$ cat src/uart_shadow_consts.svh
// Constants for the scratch, low-power divisor and shadow register block.
// Assumes byte addresses on an 8-bit register address bus.
`ifndef UART_SHADOW_CONSTS_SVH
`define UART_SHADOW_CONSTS_SVH

// ==========================================================================
// Register offsets (byte addresses)
`define OFS_TEMP_STORAGE 8'h1C
`define OFS_LP_DIV_LOW 8'h20
`define OFS_LP_DIV_HIGH 8'h24
`define OFS_SHADOW_FIRST 8'h30
`define OFS_SHADOW_LAST 8'h6C

// ==========================================================================
// Reset values
`define RST_TEMP_STORAGE 8'h00
`define RST_LP_DIV_BYTE 8'h00
`define RST_READ_DATA 32'h0000_0000

// ==========================================================================
// Field positions and timing counts
`define NINTH_BIT_POS 8
`define LP_PRESCALE_LAST 4'hF
`define LP_PRESCALE 16
`define FIFO_DEPTH_DEFAULT 16

`endif

$ cat src/uart_shadow_pkg.sv
// Types shared by the scratch, low-power divisor and shadow register block.
// Assumes nothing of its surroundings.
package uart_shadow_pkg;

    // ======================================================================
    // Register region selected by the current address
    typedef enum logic [2:0] {
        SEL_NONE = 3'h0,
        SEL_SCRATCH = 3'h1,
        SEL_LP_LOW = 3'h3,
        SEL_LP_HIGH = 3'h2,
        SEL_SHADOW = 3'h6
    } reg_sel_e;

    // One character, with room for the ninth data bit
    typedef logic [8:0] char_t;

endpackage

$ cat src/uart_shadow_regs.sv
// Scratch register, low-power divisor and shadow receive/transmit window.
// Assumes the line control, busy and FIFO enable inputs come from UART
// logic on REF_CLK, and that the serial engines use the char handshakes.
//
// Overview of operation
// - Eight-bit read/write scratch byte, reset zero, affects nothing else.
// - Unused upper bits of these registers read as zero.
// - Divisor bytes exist only with the low-power option; else read zero.
// - Divisor bytes open only with latch access set and, non-legacy, idle.
// - Low and high byte form one 16-bit divisor, each byte accessible.
// - Low-power baud tick rate is clock divided by sixteen times divisor.
// - Zero divisor stops the baud tick and all pulse detection.
// - Shadow window exists only with the shadow option; else reads zero.
// - Shadow window opens only while latch access is clear.
// - Shadow read acts as a receive buffer read, returning the char.
// - Without FIFOs a new char overwrites the unread one and flags overrun.
// - With FIFOs, read gives head; full FIFO drops new char, flags overrun.
// - Receive data is eight bits, nine with the nine-bit option.
// - Shadow write acts as a transmit holding write.
// - Without FIFOs a write clears empty; a second write overwrites.
// - With FIFOs writes fill to depth; writes while full are dropped.
// - Ninth transmit bit used only when the extended nine-bit bit is set.
//
// Decided for this implementation: the strobed register port.
`timescale 1ns/1ps
`include "uart_shadow_consts.svh"

module uart_shadow_regs #(
    parameter bit LP_RX_PRESENT = 1'b1,
    parameter bit SHADOW_PRESENT = 1'b1,
    parameter bit NINE_BIT_PRESENT = 1'b0,
    parameter bit LEGACY_COMPAT = 1'b0,
    parameter bit FIFO_PRESENT = 1'b1,
    parameter int FIFO_DEPTH = `FIFO_DEPTH_DEFAULT
) (
    input wire logic REF_CLK, // Register and serial clock
    input wire logic RST, // Synchronous reset, active high
    input wire logic [7:0] ADDR, // Register byte address
    input wire logic [31:0] WDATA, // Register write data
    input wire logic WR, // Write strobe
    input wire logic RD, // Read strobe
    output logic [31:0] RDATA, // Read data, cycle after RD
    input wire logic DIVISOR_LATCH_ACCESS, // Line control latch access
    input wire logic UART_BUSY, // Serial transfer in progress
    input wire logic FIFO_ENABLE, // FIFO control enable bit
    input wire logic NINE_BIT_ENABLE, // Extended line control nine-bit
    input wire logic RX_CHAR_VALID, // Received char strobe
    input wire logic [8:0] RX_CHAR, // Received char
    input wire logic OVERRUN_CLEAR, // Clears the overrun flag
    output logic DATA_READY_FLAG, // Receive data present
    output logic OVERRUN_ERROR, // Sticky overrun flag
    output logic TX_VALID, // Transmit char waiting
    input wire logic TX_READY, // Transmitter takes the char
    output logic [8:0] TX_CHAR, // Char to transmit
    output logic TRANSMIT_HOLDING_EMPTY, // Nothing left to send
    output logic LP_BAUD_TICK, // Low-power baud pulse
    output logic LP_DETECT_ENABLE // Infrared pulse detection on
);

    // ======================================================================
    // Configuration check
    localparam int PW = $clog2(FIFO_DEPTH);
    localparam int CW = PW + 1;

    if (FIFO_DEPTH < 2 || (FIFO_DEPTH & (FIFO_DEPTH - 1)) != 0) begin : g_bad
        $error("FIFO_DEPTH must be a power of two of at least two");
    end

    // ======================================================================
    // Address decode
    uart_shadow_pkg::reg_sel_e sel;
    logic shadow_hit;
    logic lp_open;
    logic shadow_open;
    logic fifo_on;

    assign shadow_hit = (ADDR >= `OFS_SHADOW_FIRST) &&
        (ADDR <= `OFS_SHADOW_LAST) && (ADDR[1:0] == 2'h0);
    assign sel = (ADDR == `OFS_TEMP_STORAGE) ? uart_shadow_pkg::SEL_SCRATCH :
        (ADDR == `OFS_LP_DIV_LOW) ? uart_shadow_pkg::SEL_LP_LOW :
        (ADDR == `OFS_LP_DIV_HIGH) ? uart_shadow_pkg::SEL_LP_HIGH :
        shadow_hit ? uart_shadow_pkg::SEL_SHADOW : uart_shadow_pkg::SEL_NONE;
    assign lp_open = LP_RX_PRESENT && DIVISOR_LATCH_ACCESS &&
        (LEGACY_COMPAT || !UART_BUSY);
    assign shadow_open = SHADOW_PRESENT && !DIVISOR_LATCH_ACCESS;
    assign fifo_on = FIFO_PRESENT && FIFO_ENABLE;

    // ======================================================================
    // Scratch and divisor registers
    logic [7:0] temp_q;
    logic [7:0] lp_low_q;
    logic [7:0] lp_high_q;
    logic wr_temp;
    logic wr_lp_low;
    logic wr_lp_high;
    logic [15:0] lp_div;

    assign wr_temp = WR && (sel == uart_shadow_pkg::SEL_SCRATCH);
    assign wr_lp_low = WR && (sel == uart_shadow_pkg::SEL_LP_LOW) && lp_open;
    assign wr_lp_high = WR && (sel == uart_shadow_pkg::SEL_LP_HIGH) && lp_open;
    assign lp_div = {lp_high_q, lp_low_q};

    always_ff @(posedge REF_CLK) begin
        if (RST) begin
            temp_q <= `RST_TEMP_STORAGE;
            lp_low_q <= `RST_LP_DIV_BYTE;
            lp_high_q <= `RST_LP_DIV_BYTE;
        end else begin
            if (wr_temp) begin
                temp_q <= WDATA[7:0];
            end
            if (wr_lp_low) begin
                lp_low_q <= WDATA[7:0];
            end
            if (wr_lp_high) begin
                lp_high_q <= WDATA[7:0];
            end
        end
    end

    // ======================================================================
    // Low-power baud generator
    logic [3:0] pre_q;
    logic [15:0] div_cnt_q;
    logic lp_zero;
    logic pre_wrap;
    logic lp_wrap;

    assign lp_zero = (lp_div == 16'h0000);
    assign pre_wrap = (pre_q == `LP_PRESCALE_LAST);
    assign lp_wrap = !lp_zero && pre_wrap && (div_cnt_q >= lp_div - 16'h0001);
    assign LP_DETECT_ENABLE = !lp_zero;

    always_ff @(posedge REF_CLK) begin
        if (RST || lp_zero) begin
            pre_q <= 4'h0;
            div_cnt_q <= 16'h0000;
            LP_BAUD_TICK <= 1'b0;
        end else begin
            pre_q <= pre_q + 4'h1;
            if (lp_wrap) begin
                div_cnt_q <= 16'h0000;
            end else if (pre_wrap) begin
                div_cnt_q <= div_cnt_q + 16'h0001;
            end
            LP_BAUD_TICK <= lp_wrap;
        end
    end

    // ======================================================================
    // Receive path
    uart_shadow_pkg::char_t rx_mem [FIFO_DEPTH];
    logic [PW-1:0] rx_wr_q;
    logic [PW-1:0] rx_rd_q;
    logic [CW-1:0] rx_cnt_q;
    logic [CW-1:0] rx_cnt_d;
    logic fifo_on_q;
    logic flush;
    logic rx_pop;
    logic rx_full;
    logic rx_lost;
    logic rx_push;
    logic rx_overwrite;
    logic overrun_q;
    uart_shadow_pkg::char_t rx_in;
    uart_shadow_pkg::char_t rx_head;

    assign flush = (fifo_on != fifo_on_q);
    assign rx_pop = RD && (sel == uart_shadow_pkg::SEL_SHADOW) &&
        shadow_open && (rx_cnt_q != '0);
    assign rx_full = fifo_on ? (rx_cnt_q == CW'(FIFO_DEPTH)) :
        (rx_cnt_q != '0);
    assign rx_lost = RX_CHAR_VALID && rx_full && !rx_pop;
    assign rx_push = RX_CHAR_VALID && !rx_lost;
    assign rx_overwrite = rx_lost && !fifo_on;
    assign rx_in = {NINE_BIT_PRESENT && RX_CHAR[`NINTH_BIT_POS],
        RX_CHAR[7:0]};
    assign rx_head = rx_mem[rx_rd_q];
    assign rx_cnt_d = flush ? '0 :
        rx_cnt_q + CW'(rx_push) - CW'(rx_pop);
    assign DATA_READY_FLAG = (rx_cnt_q != '0);
    assign OVERRUN_ERROR = overrun_q;

    always_ff @(posedge REF_CLK) begin
        if (RST) begin
            for (int i = 0; i < FIFO_DEPTH; i++) begin
                rx_mem[i] <= 9'h000;
            end
        end else if (rx_push) begin
            rx_mem[rx_wr_q] <= rx_in;
        end else if (rx_overwrite) begin
            rx_mem[rx_rd_q] <= rx_in;
        end
    end

    always_ff @(posedge REF_CLK) begin
        if (RST) begin
            rx_wr_q <= '0;
            rx_rd_q <= '0;
            rx_cnt_q <= '0;
            fifo_on_q <= 1'b0;
            overrun_q <= 1'b0;
        end else begin
            fifo_on_q <= fifo_on;
            rx_cnt_q <= rx_cnt_d;
            if (flush) begin
                rx_wr_q <= '0;
                rx_rd_q <= '0;
            end else begin
                if (rx_push) begin
                    rx_wr_q <= rx_wr_q + PW'(1);
                end
                if (rx_pop) begin
                    rx_rd_q <= rx_rd_q + PW'(1);
                end
            end
            if (rx_lost) begin
                overrun_q <= 1'b1;
            end else if (OVERRUN_CLEAR) begin
                overrun_q <= 1'b0;
            end
        end
    end

    // ======================================================================
    // Transmit path
    uart_shadow_pkg::char_t tx_mem [FIFO_DEPTH];
    logic [PW-1:0] tx_wr_q;
    logic [PW-1:0] tx_rd_q;
    logic [CW-1:0] tx_cnt_q;
    logic [CW-1:0] tx_cnt_d;
    logic tx_wr;
    logic tx_pop;
    logic tx_full;
    logic tx_push;
    logic tx_overwrite;
    uart_shadow_pkg::char_t tx_in;

    assign tx_wr = WR && (sel == uart_shadow_pkg::SEL_SHADOW) && shadow_open;
    assign tx_pop = TX_VALID && TX_READY;
    assign tx_full = fifo_on ? (tx_cnt_q == CW'(FIFO_DEPTH)) :
        (tx_cnt_q != '0);
    assign tx_push = tx_wr && !(tx_full && !tx_pop);
    assign tx_overwrite = tx_wr && !fifo_on && tx_full && !tx_pop;
    assign tx_in = {NINE_BIT_PRESENT && NINE_BIT_ENABLE &&
        WDATA[`NINTH_BIT_POS], WDATA[7:0]};
    assign tx_cnt_d = flush ? '0 :
        tx_cnt_q + CW'(tx_push) - CW'(tx_pop);
    assign TX_VALID = (tx_cnt_q != '0);
    assign TX_CHAR = tx_mem[tx_rd_q];
    assign TRANSMIT_HOLDING_EMPTY = (tx_cnt_q == '0);

    always_ff @(posedge REF_CLK) begin
        if (RST) begin
            for (int i = 0; i < FIFO_DEPTH; i++) begin
                tx_mem[i] <= 9'h000;
            end
        end else if (tx_push) begin
            tx_mem[tx_wr_q] <= tx_in;
        end else if (tx_overwrite) begin
            tx_mem[tx_rd_q] <= tx_in;
        end
    end

    always_ff @(posedge REF_CLK) begin
        if (RST) begin
            tx_wr_q <= '0;
            tx_rd_q <= '0;
            tx_cnt_q <= '0;
        end else begin
            tx_cnt_q <= tx_cnt_d;
            if (flush) begin
                tx_wr_q <= '0;
                tx_rd_q <= '0;
            end else begin
                if (tx_push) begin
                    tx_wr_q <= tx_wr_q + PW'(1);
                end
                if (tx_pop) begin
                    tx_rd_q <= tx_rd_q + PW'(1);
                end
            end
        end
    end

    // ======================================================================
    // Read data
    logic [31:0] rd_mux;

    assign rd_mux =
        (sel == uart_shadow_pkg::SEL_SCRATCH) ? {24'h000000, temp_q} :
        (sel == uart_shadow_pkg::SEL_LP_LOW && lp_open) ?
            {24'h000000, lp_low_q} :
        (sel == uart_shadow_pkg::SEL_LP_HIGH && lp_open) ?
            {24'h000000, lp_high_q} :
        (sel == uart_shadow_pkg::SEL_SHADOW && shadow_open) ?
            {23'h000000, rx_head} : `RST_READ_DATA;

    always_ff @(posedge REF_CLK) begin
        if (RST) begin
            RDATA <= `RST_READ_DATA;
        end else begin
            RDATA <= RD ? rd_mux : `RST_READ_DATA;
        end
    end

    // ======================================================================
    // Checks
    logic [15:0] lp_div_prev_q;
    logic [20:0] gap_q;
    logic tick_seen_q;
    logic div_chg;

    assign div_chg = (lp_div != lp_div_prev_q);

    always_ff @(posedge REF_CLK) begin
        if (RST) begin
            lp_div_prev_q <= 16'h0000;
            gap_q <= 21'h000001;
            tick_seen_q <= 1'b0;
        end else begin
            lp_div_prev_q <= lp_div;
            gap_q <= LP_BAUD_TICK ? 21'h000001 : gap_q + 21'h000001;
            tick_seen_q <= div_chg ? 1'b0 : (tick_seen_q | LP_BAUD_TICK);
        end
    end

    a_scratch_readback:
    assert property (@(posedge REF_CLK) disable iff (RST)
        (wr_temp ##1 (RD && sel == uart_shadow_pkg::SEL_SCRATCH)) |=>
        (RDATA == {24'h000000, $past(WDATA[7:0], 2)}))
    else $error("scratch byte did not read back");
    a_upper_zero:
    assert property (@(posedge REF_CLK) disable iff (RST)
        RDATA[31:9] == 23'h000000)
    else $error("upper read bits not zero");
    a_lp_closed:
    assert property (@(posedge REF_CLK) disable iff (RST)
        (WR && sel == uart_shadow_pkg::SEL_LP_LOW && !lp_open) |=>
        (lp_low_q == $past(lp_low_q)))
    else $error("divisor low byte written while closed");
    a_lp_absent:
    assert property (@(posedge REF_CLK) disable iff (RST)
        (RD && sel == uart_shadow_pkg::SEL_LP_HIGH && !lp_open) |=>
        (RDATA == 32'h0000_0000))
    else $error("closed divisor byte read nonzero");
    a_lp_period:
    assert property (@(posedge REF_CLK) disable iff (RST)
        (LP_BAUD_TICK && tick_seen_q && !div_chg) |->
        (gap_q == 21'(lp_div) * 21'(`LP_PRESCALE)))
    else $error("low-power tick period wrong");
    a_lp_zero_stop:
    assert property (@(posedge REF_CLK) disable iff (RST)
        (lp_zero && $past(lp_zero)) |-> (!LP_BAUD_TICK && !LP_DETECT_ENABLE))
    else $error("tick while divisor zero");
    a_rx_overwrite:
    assert property (@(posedge REF_CLK) disable iff (RST)
        (rx_overwrite && !flush) |=>
        (OVERRUN_ERROR && DATA_READY_FLAG && rx_head == $past(rx_in)))
    else $error("non-FIFO overrun not handled");
    a_rx_full_keep:
    assert property (@(posedge REF_CLK) disable iff (RST)
        (rx_lost && fifo_on && !flush) |=>
        (OVERRUN_ERROR && rx_cnt_q == $past(rx_cnt_q)))
    else $error("full receive FIFO did not keep data");

    a_rx_pop:
    assert property (@(posedge REF_CLK) disable iff (RST)
        (rx_pop && !RX_CHAR_VALID && !flush) |=>
        (rx_cnt_q == $past(rx_cnt_q) - CW'(1) &&
        RDATA[8:0] == $past(rx_head)))
    else $error("shadow read did not pop receive data");

    a_thr_clear:
    assert property (@(posedge REF_CLK) disable iff (RST)
        (tx_wr && !fifo_on && !tx_pop && !flush) |=>
        (!TRANSMIT_HOLDING_EMPTY && TX_CHAR == $past(tx_in)))
    else $error("non-FIFO write not held");

    a_tx_drop:
    assert property (@(posedge REF_CLK) disable iff (RST)
        (tx_wr && fifo_on && tx_full && !tx_pop && !flush) |=>
        (tx_cnt_q == $past(tx_cnt_q)))
    else $error("write into full transmit FIFO kept");

    a_shadow_closed:
    assert property (@(posedge REF_CLK) disable iff (RST)
        (WR && shadow_hit && DIVISOR_LATCH_ACCESS && !TX_VALID && !flush) |=>
        TRANSMIT_HOLDING_EMPTY)
    else $error("shadow write taken with latch access set");

endmodule
$ cat config.mk
export PLATFORM = sky130hd
export DESIGN_NAME = uart_shadow_regs
export DESIGN_NICKNAME = d
export VERILOG_FILES = /design/src/uart_shadow_pkg.sv /design/src/uart_shadow_regs.sv
export VERILOG_INCLUDE_DIRS = /design/src
export SDC_FILE = /design/constraint.sdc
export NUM_CORES = 1
export LEC_CHECK = 0
export ABC_AREA = 1
export BUFFER_PORTS_ARGS = -buffer_cell sky130_fd_sc_hd__buf_4
export CAP_MARGIN = 20
export CORE_AREA = 2 2 182 184
export DETAILED_ROUTE_END_ITERATION = 10
export DIE_AREA = 0 0 184 186
export PLACE_DENSITY = 0.83
export SETUP_SLACK_MARGIN = 0.3
export SKIP_CTS_REPAIR_TIMING = 1
export SLEW_MARGIN = 10
export SYNTH_ARGS = -nofsm -noshare
export SYNTH_HDL_FRONTEND = slang
export SYNTH_SLANG_ARGS = --single-unit
$ cat constraint.sdc
create_clock -name REF_CLK -period 3 [get_ports REF_CLK]
set_clock_uncertainty 0.15 [all_clocks]
set_input_delay 0.45 -clock REF_CLK [delete_from_list [all_inputs] [get_ports REF_CLK]]
set_output_delay 0.45 -clock REF_CLK [all_outputs]
set_load 0.05 [all_outputs]
Word-level counts from Yosys, hierarchy flattened
Memory sizes are Yosys's and may differ from the RTL's. A register that Yosys moved wholly into a read port is not among the register bits.
Index checks and enable logic that the tools add are counted.
{ "word_totals": {"word_cells": 142, "mem_bits_ro": 0, "out_inout_bits": 47, "ram_bits": 256, "in_bits": 60, "latch_bits": 0, "ff_bits": 105, "memories": 2} }
{ "memory_table": {"columns": ["name", "words", "width", "read_ports", "rd_clocked_by_memory_dff", "write_ports", "line_no", "text"], "rows": [
  ["rx_mem", 16, 8, 1, 1, 16, "uart_shadow_regs.sv:152", "uart_shadow_pkg::char_t rx_mem [FIFO_DEPTH];"],
  ["tx_mem", 16, 8, 1, 1, 16, "uart_shadow_regs.sv:227", "uart_shadow_pkg::char_t tx_mem [FIFO_DEPTH];"]
]} }
{ "classes": {"mux": 44, "bitwise_logic": 2, "n_eq_ne": 11, "div": 0, "order_cmp": 3, "add_sub_neg": 11, "n_shift": 0, "n_reduce_logical": 52, "mul": 0} }
{ "ops": {"columns": ["op", "n"], "rows": [
  ["8-bit 2-to-1 mux", 8],
  ["4-bit 2-to-1 mux", 8],
  ["8-bit OR reduction", 4],
  ["1-bit logical AND", 28],
  ["1-bit 2-to-1 mux", 24],
  ["4-bit by 1-bit adder with 4-bit output (second input constant)", 5],
  ["16-bit by 1-bit adder with 16-bit output (second input constant)", 1],
  ["8-bit by 6-bit equality test with 1-bit output (second input constant)", 2],
  ["16-bit >= comparator", 1],
  ["16-bit logical NOT", 1],
  ["16-bit by 1-bit subtractor with 16-bit output (second input constant)", 1],
  ["3-bit 2-to-1 mux", 4],
  ["5-bit by 1-bit adder with 5-bit output", 2],
  ["5-bit equality test (second input constant)", 2],
  ["5-bit nonzero test", 2],
  ["5-bit by 1-bit subtractor with 5-bit output", 2],
  ["8-bit by 5-bit equality test with 1-bit output (second input constant)", 1],
  ["8-bit by 6-bit >= comparator with 1-bit output (second input constant)", 1],
  ["8-bit by 7-bit <= comparator with 1-bit output (second input constant)", 1],
  ["1-bit logical NOT", 8],
  ["3-bit by 2-bit equality test with 1-bit output (second input constant)", 2],
  ["2-bit OR reduction", 3],
  ["6-bit OR reduction", 1],
  ["5-bit logical NOT", 1],
  ["9 further kinds", 10]
]} }

Logic depth before layout (Yosys ltp)
{ "logic_depth": {"depth_word": 21, "mapped_depth": 18, "mapped_depth_nobuf": 18} }

Least setup slack after synthesis
Ideal clock, no wire load.
{ "synth_timing": {"kind": "flip-flop to flip-flop", "from": "register tx_cnt_q[2]", "to": "memory tx_mem[12][0] (netlist name) (enable)", "setup_slack_ps": -271, "required_time_ps": 2466, "path_stages_with_launch": 11, "path_buffers": 1, "t_arrival_ps": 2737, "path_cell_list": "dfxtp_1 inv_1 ha_1 nand3_1 nand2_1 nor2_4 nand4_4 buf_6 o21ai_4 nand2_2 o21ai_0"} }
{ "synth_lines": {"columns": ["element", "line_no", "text"], "rows": [
  ["start, declared", "uart_shadow_regs.sv:230", "logic [CW-1:0] tx_cnt_q;"],
  ["start signal, assigned", "uart_shadow_regs.sv:271", "tx_cnt_q <= tx_cnt_d;"],
  ["end, declared", "uart_shadow_regs.sv:227", null]
]} }

Worst setup path after layout
{ "layout_timing": {"from": "register lp_low_q[2]", "to": "register div_cnt_q[15]"} }
{ "layout_via": {"elab_chain_len": 5, "word_cells_on_any_way": 8, "classes_between": "add/sub: 1; order compare: 1; reduce/logical: 6"} }
{ "layout_rtl": {"columns": ["element", "line_no", "text"], "rows": [
  ["start, declared", "uart_shadow_regs.sv:91", "logic [7:0] lp_low_q;"],
  ["start signal, assigned", "uart_shadow_regs.sv:106", "lp_low_q <= `RST_LP_DIV_BYTE;"],
  ["start signal, assigned", "uart_shadow_regs.sv:113", "lp_low_q <= WDATA[7:0];"],
  ["branches (longest 4 deep; another with 16-bit by 1-bit subtractor with 16-bit output)", null, null],
  ["2-bit OR reduction (no source line) (*)", null, null],
  ["end signal, assigned", "uart_shadow_regs.sv:144", "div_cnt_q <= div_cnt_q + 16'h0001;"],
  ["end, declared", "uart_shadow_regs.sv:124", "logic [15:0] div_cnt_q;"]
]} }
Every way passes the cells marked *.
A chain may end at the register's enable or synchronous reset.

==> flow_metrics.env <==
export IMPL_critPathMaxStageDelay_ns=0.35
export IMPL_pin_count=107
export IMPL_synthCells=1807
export IMPL_outcome="finished clean"
export IMPL_slowest_stage="dfxtp_2"
export IMPL_die_x_microns=184
export IMPL_met2_usage=0.450
export IMPL_synth_edf_count=256
export IMPL_synth_area_top_cells="edfxtp_1 (44%), dfxtp_1 (10%), nand2_1 (5.3%), nor3_1 (4.4%), nor3_2 (3.7%)"
export IMPL_grtUsageTotal=0.252
export IMPL_start_util=0.542
export IMPL_cp_data_required_time_ns=3.26
export IMPL_antenna_cells=0
export IMPL_htreeDepth=2
export IMPL_synth_most_common_cell="edfxtp_1"
export IMPL_fin_cells=2331
export IMPL_grt_antenna_before_repair=0
export IMPL_p_per_area_nw_per_um2=594
export IMPL_syn_area_per_cell_sq_um=9.66
export IMPL_start_kind="flop"
export IMPL_final_period_utilization=0.993
export IMPL_maxSlewViolCount=0
export IMPL_cts_tree="yes"
export IMPL_whs_endpoint="OVERRUN_ERROR"
export IMPL_netlist_top_cells_count="edfxtp_1 (256), nand2_1 (245), inv_1 (156)"
export IMPL_drive_gt1_frac=0.224
export IMPL_hpwl_mm=28.4
export IMPL_dieArea_sq_um=34200
export IMPL_rsz0062_at_grt="true"
export IMPL_crit_top_cell="nor3_2"
export IMPL_crit_arrival_ns=3.24
export IMPL_yosysTopAreaCell="edfxtp_1"
export IMPL_max_freq_ghz=0.336
export IMPL_synthArstFlopShare=0
export IMPL_hold_viol=0
export IMPL_min_from="OVERRUN_CLEAR"
export IMPL_nets=1992
export IMPL_seqCellArea_sq_um=9490
export IMPL_core_sq_um=32200
export IMPL_ys_flop_type="edfxtp_1"
export IMPL_vias=13941
export IMPL_grt_pass1_vias=13209
export IMPL_gp_congestion=0.873
export IMPL_netlist_cell_type_count=45
export IMPL_drt_iter0_drc=1641
export IMPL_root_buffer="clkbuf_16"
export IMPL_timing_rr_start="lp_low_q[2]"
export IMPL_busiest_layer="met2"
export IMPL_wl_mm=45.4
export IMPL_whs_ns=0.0484
export IMPL_syn_to_final_growth_pct=16.7
export IMPL_r2r_end="div_cnt_q[15]"
export IMPL_clk_pin_slew_worst_paths_ns=0.06
export IMPL_grt_pass1_wl_mm=67.4
export IMPL_worstMarginPinSlew_ns=0.894
export IMPL_path_cells="inv_2 -> nand3_2 -> nor3_2 -> nand2_1 -> inv_2 -> nand4_1 -> nor3_2 -> xor2_1 -> ha_1 -> nand4_1 -> nor3_2 -> nand3_1 -> nand3_2 -> nand3_4 -> nand2_8 -> nor2_1"
export IMPL_holdPathStages=4
export IMPL_r2r_setup_slack_ns=0.02
export IMPL_path_max_fanout=8
export IMPL_ir_drop_mv=0.464
export IMPL_path_class="reg2reg"
export IMPL_wl_per_cell_microns=19.5
export IMPL_grtUsageMet3=0.0335
export IMPL_seq_area_frac_synth=0.542
export IMPL_port_buffers=55
export IMPL_grt_max_degree=65
export IMPL_clk_latency_ns=0.52
export IMPL_drc=0
export IMPL_drt_first_pass_iters=6
export IMPL_cts_sinks=345
export IMPL_vias_per_cell=5.98
export IMPL_synth_seq_cells=345
export IMPL_crit_path_end_kind="flop"
export IMPL_fillers=2415
export IMPL_period_needed_ns=2.98
export IMPL_yosys_warnings=0
export IMPL_worst_r2r_cell_count=16
export IMPL_clockBufferDepth=3
export IMPL_overflow=0
export IMPL_synth_top_area_share=0.440
export IMPL_multi_input_area_sq_um=7130
export IMPL_dieHeight_microns=186
export IMPL_use_met1=0.308
export IMPL_slew_headroom=0.404
export IMPL_synth_area_sq_um=17500
export IMPL_final_antenna_net_count=0
export IMPL_placed_cells_incl_taps=2231
export IMPL_cts_buffers=37
export IMPL_p_leak_nw=7.72
export IMPL_setup_viol=0
export IMPL_row_count=66
export IMPL_hp_class="in2reg"
export IMPL_drv_cap=0
==> stage by stage <==
step | TNS (ns) | area [sq um] | utilization | total power [mW] | setup WS (ns)
floorplan | 0 | 17800 | - | 6.79 | 0.245
global placement | 0 | 18500 | 0.576 | 7.24 | 0.0566
detailed placement | -0.954 | 18500 | 0.576 | 7.31 | -0.0712
CTS | -1.27 | 19700 | 0.613 | 11.7 | -0.0900
global route | -3.97 | 20400 | 0.633 | 12.5 | -0.244
finish | 0 | 20400 | 0.633 | 12.1 | 0.0219
==> worst max-delay path by stage <==
stage | from | end | slack, ns | cells after the start
CTS | lp_low_q[2] | div_cnt_q[12] | -0.09 | 16
global placement | ADDR[0] | rx_cnt_q[4] | 0.06 | 19
global route | lp_low_q[2] | div_cnt_q[7] | -0.24 | 16
finish | lp_low_q[2] | div_cnt_q[15] | 0.02 | 16
floorplan | lp_low_q[0] | div_cnt_q[11] | 0.24 | 17
detailed placement | lp_low_q[2] | div_cnt_q[9] | -0.07 | 16
==> where the power goes <==
| group | total (mW) | switching (mW) | internal [mW] | leakage, nW |
|---|---|---|---|---|
| Combinational | 2.25 | 1.45 | 0.803 | 3.77 |
| Clock | 4.47 | 1.82 | 2.65 | 0.585 |
| Sequential | 5.37 | 0.0835 | 5.29 | 3.37 |
==> state kept, by name, summed over array words and instances, names as in the netlist, 5 cells and up, named ones only <==
| signal | flops |
|---|---|
| temp_q | 8 |
| rx_cnt_q | 5 |
| lp_low_q | 8 |
| rx_mem | 128 |
| lp_high_q | 8 |
| RDATA | 8 |
| tx_mem | 128 |
| tx_cnt_q | 5 |
| div_cnt_q | 16 |
==> area by class of cell <==
cell class,instances,area share
inverters,166,0.0310
clock inverters,13,0.00583
clock buffers,53,0.0525
flip-flops and latches,345,0.466
well taps,408,0.0251
repair buffers,162,0.0700
multi-input cells,1184,0.350
==> placed cells by master, fill, tap and decap left out, drive strengths merged, types with 11 or more instances in the layout <==
master | Yosys | final
edfxtp | 256 | 256
nand4 | 24 | 24
dfxtp | 89 | 89
a22oi | 13 | 13
inv | 164 | 164
nand2 | 262 | 263
mux2i | 33 | 33
buf | 73 | 158
a21oi | 120 | 120
xor2 | 24 | 24
clkinv | 2 | 12
nor3 | 218 | 218
ha | 34 | 34
o21ai | 113 | 113
o211ai | 33 | 33
conb | 1 | 25
clkbuf | 64 | 57
xnor2 | 11 | 11
nand3 | 122 | 122
nor2 | 138 | 138
==> kinds of logic after synthesis <==
kind of cell,after synthesis,share of synthesized area
compound gates,283,0.0898
xor+xnor,35,0.0176
fa+ha+maj,36,0.0267
buf+inv,303,0.0770
flops,345,0.542
mux,33,0.0189
other cells,1,0.000215
simple gates,771,0.227
==> routing by layer <==
metal | wire length, microns | vias to the layer above
met2 | 23000 | 753
met5 | 0 | -
met4 | 1870 | 0
met1 | 16600 | 6630
li1 | - | 6409
met3 | 3870 | 149
==> worst max-delay path: cells and delay by family, from the launching register on <==
kind / cells / cell delay, ns
buffers and inverters: 2 / 0.15
adder cells (fa/ha/maj): 1 / 0.32
AND/OR/NAND/NOR: 12 / 1.80
XOR/XNOR: 1 / 0.10
flip-flops: 1 / 0.35
Power figures use the tool's default switching activity.
